**src/hdl/lci_cfg.svh**
```systemverilog
// offsets, field positions and reset values of the link change interrupt unit
`ifndef LCI_CFG_SVH
`define LCI_CFG_SVH
`define LCI_NUM_PORTS       5
`define LCI_STATUS_OFFSET   8'h7c
`define LCI_MASK_OFFSET     8'h7d
`define LCI_PORT_MSB        4
`define LCI_STATUS_RESET    5'h00
`define LCI_MASK_RESET      5'h00
`endif

```
**src/hdl/lci_pkg.sv**
```systemverilog
// types shared by the link change interrupt unit
`default_nettype none
package lci_pkg;
  // one register access from the switch's register path
  typedef struct packed {
    logic       wr;
    logic       rd;
    logic [7:0] addr;
    logic [7:0] wdata;
  } lci_reg_req_t;

  typedef enum logic [1:0] {
    LCI_SEL_NONE = 2'b00,
    LCI_SEL_STAT = 2'b01,
    LCI_SEL_MASK = 2'b10
  } lci_sel_t;
endpackage
`default_nettype wire

```
**src/hdl/lci_edge_detect.sv**
```systemverilog
// per-port link state change detector
`include "lci_cfg.svh"
`default_nettype none
module lci_edge_detect
  import lci_pkg::*;
(
  input  wire logic                        clk,
  input  wire logic                        rst,
  input  wire logic [`LCI_PORT_MSB:0]      link_up,
  output logic      [`LCI_PORT_MSB:0]      change
);
  logic [`LCI_PORT_MSB:0] prev_q;
  logic [`LCI_PORT_MSB:0] prev_d;
  logic                   armed_q;
  logic                   armed_d;

  // the first sampled state after reset is taken as reference, not as a change
  always_comb begin
    prev_d  = link_up;
    armed_d = 1'b1;
  end

  always_ff @(posedge clk) begin
    if (rst) begin
      prev_q  <= 5'h00;
      armed_q <= 1'b0;
    end else begin
      prev_q  <= prev_d;
      armed_q <= armed_d;
    end
  end

  // one comparator per port, each port sees only its own link
  genvar g;
  generate
    for (g = 0; g < `LCI_NUM_PORTS; g = g + 1) begin : g_port
      assign change[g] = armed_q & (link_up[g] ^ prev_q[g]);
    end
  endgenerate
endmodule
`default_nettype wire

```
**src/hdl/lci_link_change_irq.sv**
```systemverilog
// link change interrupt unit: sticky per-port status, mask and request output
//
// Functional notes
// - One sticky status bit per port, bit 0 for port 1 to bit 4 for port 5, set on link change.
// - Writing a one to a status bit clears it and writing zero leaves it alone.
// - A status bit reads one from its port's link change until cleared, whether or not the port is masked; all read zero after reset.
// - The mask register at 0x7d holds one bit per port in bits 4..0, one masks that port.
// - The mask bits are read and written by the host and reset to zero.
// - Each status bit is set only by its own port's link change.
`include "lci_cfg.svh"
`default_nettype none
module lci_link_change_irq
  import lci_pkg::*;
(
  input  wire logic                   CORE_CLK,
  input  wire logic                   RST,
  input  wire logic [`LCI_PORT_MSB:0] LINK_UP,
  input  wire logic                   REG_WR,
  input  wire logic                   REG_RD,
  input  wire logic [7:0]             REG_ADDR,
  input  wire logic [7:0]             REG_WDATA,
  output logic      [7:0]             REG_RDATA,
  output logic                        REG_HIT,
  output logic                        IRQ
);
  lci_reg_req_t           req;
  lci_sel_t               sel;
  logic [`LCI_PORT_MSB:0] change;
  logic [`LCI_PORT_MSB:0] status_q;
  logic [`LCI_PORT_MSB:0] status_d;
  logic [`LCI_PORT_MSB:0] mask_q;
  logic [`LCI_PORT_MSB:0] mask_d;
  logic [7:0]             rdata_q;
  logic [7:0]             rdata_d;
  logic                   irq_q;
  logic                   irq_d;

  logic                   wr_stat;
  logic                   wr_mask;
  logic                   rd_stat;
  logic                   rd_mask;
  logic [`LCI_PORT_MSB:0] clr_req;
  logic [`LCI_PORT_MSB:0] pend;

  ////////////////////////////////////////////////////////////////////////////
  // register decode

  // address decode, used for both reads and writes
  function automatic lci_sel_t decode(input logic [7:0] a);
    if (a == `LCI_STATUS_OFFSET) begin
      return LCI_SEL_STAT;
    end else if (a == `LCI_MASK_OFFSET) begin
      return LCI_SEL_MASK;
    end
    return LCI_SEL_NONE;
  endfunction

  // strobe aimed at one register, shared by the write and read paths
  function automatic logic strobe_hit(input logic     stb,
                                      input lci_sel_t s,
                                      input lci_sel_t want);
    return stb && (s == want);
  endfunction

  // bundle the bus pins so the decode sees one coherent request
  assign req = '{wr: REG_WR, rd: REG_RD, addr: REG_ADDR, wdata: REG_WDATA};
  assign sel = decode(req.addr);

  // per-register strobes; an unmapped address raises none of them
  assign wr_stat = strobe_hit(req.wr, sel, LCI_SEL_STAT);
  assign wr_mask = strobe_hit(req.wr, sel, LCI_SEL_MASK);
  assign rd_stat = strobe_hit(req.rd, sel, LCI_SEL_STAT);
  assign rd_mask = strobe_hit(req.rd, sel, LCI_SEL_MASK);

  ////////////////////////////////////////////////////////////////////////////
  // link change detection

  lci_edge_detect i_lci_edge_detect (
    .clk     (CORE_CLK),
    .rst     (RST),
    .link_up (LINK_UP),
    .change  (change)
  );

  ////////////////////////////////////////////////////////////////////////////
  // sticky status

  // write one clears
  // only bits 4..0 can ask for a clear, reserved bits 7..5 are ignored
  assign clr_req = wr_stat ? req.wdata[`LCI_PORT_MSB:0] : 5'h00;

  // one sticky cell per port; each cell sees only its own change line
  genvar p;
  generate
    for (p = 0; p < `LCI_NUM_PORTS; p = p + 1) begin : g_stat
      // sticky set wins
      // a change in the clearing cycle keeps the bit, so no event is lost
      assign status_d[p] = (status_q[p] & ~clr_req[p]) | change[p];
    end
  endgenerate

  always_ff @(posedge CORE_CLK) begin
    if (RST) begin
      status_q <= `LCI_STATUS_RESET;
    end else begin
      status_q <= status_d;
    end
  end

  ////////////////////////////////////////////////////////////////////////////
  // mask register

  always_comb begin
    mask_d = mask_q;
    if (wr_mask) begin
      mask_d = req.wdata[`LCI_PORT_MSB:0];
    end
  end

  // mask resets to zero, all ports unmasked
  always_ff @(posedge CORE_CLK) begin
    if (RST) begin
      mask_q <= `LCI_MASK_RESET;
    end else begin
      mask_q <= mask_d;
    end
  end

  ////////////////////////////////////////////////////////////////////////////
  // read path

  // read data, one cycle after the read strobe; reserved bits 7..5 read zero
  // data holds between reads, so a slow host may sample it late
  always_comb begin
    rdata_d = rdata_q;
    if (req.rd) begin
      unique case (sel)
        LCI_SEL_STAT: rdata_d = {3'h0, status_q};
        LCI_SEL_MASK: rdata_d = {3'h0, mask_q};
        LCI_SEL_NONE: rdata_d = 8'h00;
      endcase
    end
  end

  // read data register; a status read has no side effect on the cells
  always_ff @(posedge CORE_CLK) begin
    if (RST) begin
      rdata_q <= 8'h00;
    end else begin
      rdata_q <= rdata_d;
    end
  end

  ////////////////////////////////////////////////////////////////////////////
  // request output

  // unmasked request
  // pending ports are those with status set and mask clear
  generate
    for (p = 0; p < `LCI_NUM_PORTS; p = p + 1) begin : g_pend
      assign pend[p] = status_q[p] & ~mask_q[p];
    end
  endgenerate

  // registered so the request pin never glitches; costs one cycle of lag
  always_comb begin
    irq_d = |pend;
  end

  always_ff @(posedge CORE_CLK) begin
    if (RST) begin
      irq_q <= 1'b0;
    end else begin
      irq_q <= irq_d;
    end
  end

  ////////////////////////////////////////////////////////////////////////////
  // outputs

  // read strobes are decoded for symmetry; the mux above uses sel directly
  assign REG_RDATA = rdata_q;
  assign REG_HIT   = (sel != LCI_SEL_NONE); // combinational decode hit
  assign IRQ       = irq_q;

  // unused decoded read strobes kept for a later read side effect
  logic                   rd_unused;
  assign rd_unused = rd_stat | rd_mask;
endmodule
`default_nettype wire

```
**config.mk**
```make
export PLATFORM = sky130hd
export DESIGN_NAME = lci_link_change_irq
export DESIGN_NICKNAME = d
export VERILOG_FILES = /design/src/hdl/lci_pkg.sv /design/src/hdl/lci_edge_detect.sv /design/src/hdl/lci_link_change_irq.sv
export VERILOG_INCLUDE_DIRS = /design/src /design/src/hdl
export SDC_FILE = /design/constraint.sdc
export NUM_CORES = 1
export LEC_CHECK = 0
export BUFFER_PORTS_ARGS = -buffer_cell sky130_fd_sc_hd__buf_2
export CORE_AREA = 2 2 59 61
export CTS_CLUSTER_DIAMETER = 40
export DETAILED_ROUTE_END_ITERATION = 10
export DIE_AREA = 0 0 61 63
export SYNTH_ARGS = -nofsm -noshare
export SYNTH_HDL_FRONTEND = slang
export SYNTH_SLANG_ARGS = --single-unit
```
**constraint.sdc**
```tcl
create_clock -name CORE_CLK -period 3 [get_ports CORE_CLK]
set_input_delay 0.6 -clock CORE_CLK [delete_from_list [all_inputs] [get_ports CORE_CLK]]
set_output_delay 0.6 -clock CORE_CLK [all_outputs]
set_load 0.05 [all_outputs]
```
==> results.sh <==
export IMPL_initialDrtViolationCount=12
export IMPL_arrival_ps=1580
export IMPL_endpoint_kind="primary output"
export IMPL_swShare_pct=25.4
export IMPL_yosysSeqAreaShare_pct=42.0
export IMPL_area_growth_syn_to_layout_pct=16.6
export IMPL_status="complete, no violations"
export IMPL_combPwrFrac_pct=14.1
export IMPL_antenna_found_initial=0
export IMPL_setup_worst_path_start_class="primary input"
export IMPL_synth_top_area_share_pct=42.0
export IMPL_final_max_slew_violation_count=0
export IMPL_startpoint="REG_ADDR[1]"
export IMPL_multi_input_area_um2=533
export IMPL_fin_crit_sh_pct=72.6
export IMPL_rsz0062_at_grt="false"
export IMPL_finalSetupViolations=0
export IMPL_path_max_fanout=8
export IMPL_critical_path_buf_inv_count=2
export IMPL_antenna_cells=0
export IMPL_p_sw_uw=140
export IMPL_cts_htree_levels=1
export IMPL_hp_class="register to register"
export IMPL_design_core_area_mm2=0.00323
export IMPL_synth_top_family_by_area="simple AND/OR/NAND/NOR gates"
export IMPL_initial_core_util_pct=32.4
export IMPL_drt_first_pass_iters=4
export IMPL_synth_area_per_cell_um2=9.89
export IMPL_grt_max_degree=18
export IMPL_grt_pass1_vias=740
export IMPL_synthTopCellsByArea="dfxtp_1 (42%), a211oi_2 (6.0%), mux2_2 (5.4%), a21oi_1 (4.8%), mux2i_1 (4.8%)"
export IMPL_synth_distinct_cells=25
export IMPL_cts_resized=0
export IMPL_worstPathRequired_ps=2400
export IMPL_nNetsFinal=156
export IMPL_leakagePower_uw=0.000538
export IMPL_p_int_uw=410
export IMPL_die_h_um=63
export IMPL_fin_crit_ps=2180
export IMPL_cp_slowest_stage_delay_ps=430
export IMPL_drive_gt1_share_pct=34.6
export IMPL_io_pins=35
export IMPL_wl_per_cell_um=10.9
export IMPL_cpMostUsedCell="buf_2"
export IMPL_cts_root_buffer="clkbuf_4"
export IMPL_regArea_um2=440
export IMPL_netlist_instances=106
export IMPL_synthMuxAreaShare_pct=10.1
export IMPL_path_delay_family="simple AND/OR/NAND/NOR gates"
export IMPL_std_cell_rows=21
export IMPL_ant_nets=0
export IMPL_hold_viol=0
export IMPL_synthesis_area_mm2=0.00105
export IMPL_cts_setup_buffers=0
export IMPL_setup_tns_final_ps=0
export IMPL_maxCapViolations=0
export IMPL_synth_compound_area_share_pct=15.9
export IMPL_clkPwrFrac_pct=29.0
export IMPL_portBuffers=28
export IMPL_ys_seq_elements=22
export IMPL_hpwlAfterDp_mm=1.51
export IMPL_hold_buffers=0
export IMPL_synth_main_ff_cell="dfxtp_1"
export IMPL_dpl_cell_area_mm2=0.00119
export IMPL_vias=790
export IMPL_drc=0
export IMPL_die_area_mm2=0.00384
export IMPL_vdd_ir_drop_worst_uv=197
export IMPL_synth_commonest_cells="dfxtp_1 (22), a21oi_1 (10), nand2_1 (10)"
export IMPL_post_route_cell_area_mm2=0.00122
export IMPL_nFillCells=343
export IMPL_synth_most_common_cell="dfxtp_1"
export IMPL_synth_xor_area_share_pct=4.18
export IMPL_cts_sinks=22
export IMPL_hold_path_startpoint="REG_RDATA[4]"
export IMPL_cts_made_buffers=3
export IMPL_synth_simple_area_share_pct=19.6
export IMPL_overflow=0
export IMPL_clkTransAtPathRegs_ps=120
export IMPL_crit_slowest_cell="and4b_1"
export IMPL_yosysWarningCount=0
export IMPL_tritoncts="yes"
export IMPL_via_per_inst=4.49
export IMPL_clock_latency_ps=290
export IMPL_power_frac_seq_pct=56.9
export IMPL_drt_total_wl_mm=1.92
export IMPL_synth_largest_area_cell="dfxtp_1"
export IMPL_grt_usage_pct=10.8
export IMPL_power_density_mw_per_mm2=450
export IMPL_die_w_um=61
export IMPL_synthAdderAreaFrac_pct=0
export IMPL_worst_clock_skew_ps=1.58
export IMPL_timing_fmax_mhz=459
export IMPL_async_reset_ff_share_pct=0
export IMPL_crit_chain="buf_2 -> and4b_1 -> and2_2 -> buf_2"
export IMPL_grt_pass1_wl_mm=3.21
export IMPL_criticalPathCategory="primary input to primary output"
export IMPL_clock_path_buffers=2
export IMPL_synth_edf_count=0
export IMPL_timing_rr_start="mask_q[4]"
export IMPL_gp_congestion=0.776
-- state kept, by name, summed over array words and instances (netlist names) --
signal / count
status_q: 5
IRQ: 1
i_lci_edge_detect.armed_q: 1
mask_q: 5
i_lci_edge_detect.prev_q: 5
REG_RDATA: 5
-- area by class of cell --
class	count	share of cell area, %
Sequential cell	22	36.0
Inverter	4	1.23
Timing Repair Buffer	28	11.5
Multi-Input combinational cell	72	43.6
Tap cell	46	4.71
Clock buffer	4	2.97
-- logic make-up (layout without fill, tap and decap cells) --
kind of cell / Yosys count / count (layout)
muxes: 10 / 10
xor gates and xnor gates: 5 / 5
other: 1 / 3
DFF: 22 / 22
and+or+nand+nor: 32 / 32
buffers and inverters: 14 / 36
AOI/OAI and AO/OA: 22 / 22
-- power by group through the flow --
stage | clock network (uW) | registers (uW) | logic [uW]
3_5_place_dp | 0 | 319 | 78.8
5_1_grt | 177 | 314 | 86.6
3_3_place_gp | 0 | 319 | 77.3
6_report | 159 | 313 | 77.8
2_1_floorplan | 0 | 321 | 56.6
4_1_cts | 167 | 313 | 79.0
-- worst paths after layout --
check | to | slack [ps] | cells past startpoint
min reg2reg | REG_RDATA[4] | 480 | 2
max reg2reg | IRQ | 2000 | 3
min | REG_RDATA[4] | 480 | 2
max | REG_HIT | 820 | 4
-- routing by layer --
layer | global-route usage, % | vias up | part of all wire [%]
li1 | - | 408 | -
met1 | 14.2 | 365 | 46
met2 | 17.3 | 15 | 48
met3 | 2.48 | 2 | 5.1
met4 | 3.26 | 0 | 1.1
met5 | 0 | - | 0
-- layout by cell type (no fill, tap or decap) --
cell type / instances
a211oi_2: 5
a21boi_0: 5
a21oi_1: 10
a222oi_1: 1
a31oi_1: 1
and2_2: 1
and3b_1: 1
and4b_1: 1
and4b_4: 1
buf_2: 28
clkbuf_4: 3
clkbuf_8: 1
conb_1: 3
dfxtp_1: 22
inv_1: 4
mux2_2: 5
mux2i_1: 5
nand2_1: 10
nand2b_1: 7
nand4_1: 5
nand4_4: 1
nor2b_1: 5
xor2_1: 5
-- through the flow --
step	total power, uW	hold WS, ps	utilization [%]	worst slack [ps]	std cells
floorplan	378	442	-	1140	108
global placement	396	451	36.7	819	172
detailed placement	398	462	36.7	819	172
CTS	559	482	37.8	818	176
global route	578	502	37.8	784	176
finish	550	476	37.8	822	176
-- worst reg2reg max path: cells and delay by family, from the launching register on --
family	cells	cell delay [ps]
flip-flops	1	370
buffers and inverters	1	50
AO/OA/AOI/OAI	2	460
No activity file was read; power rests on OpenSTA's default activity.
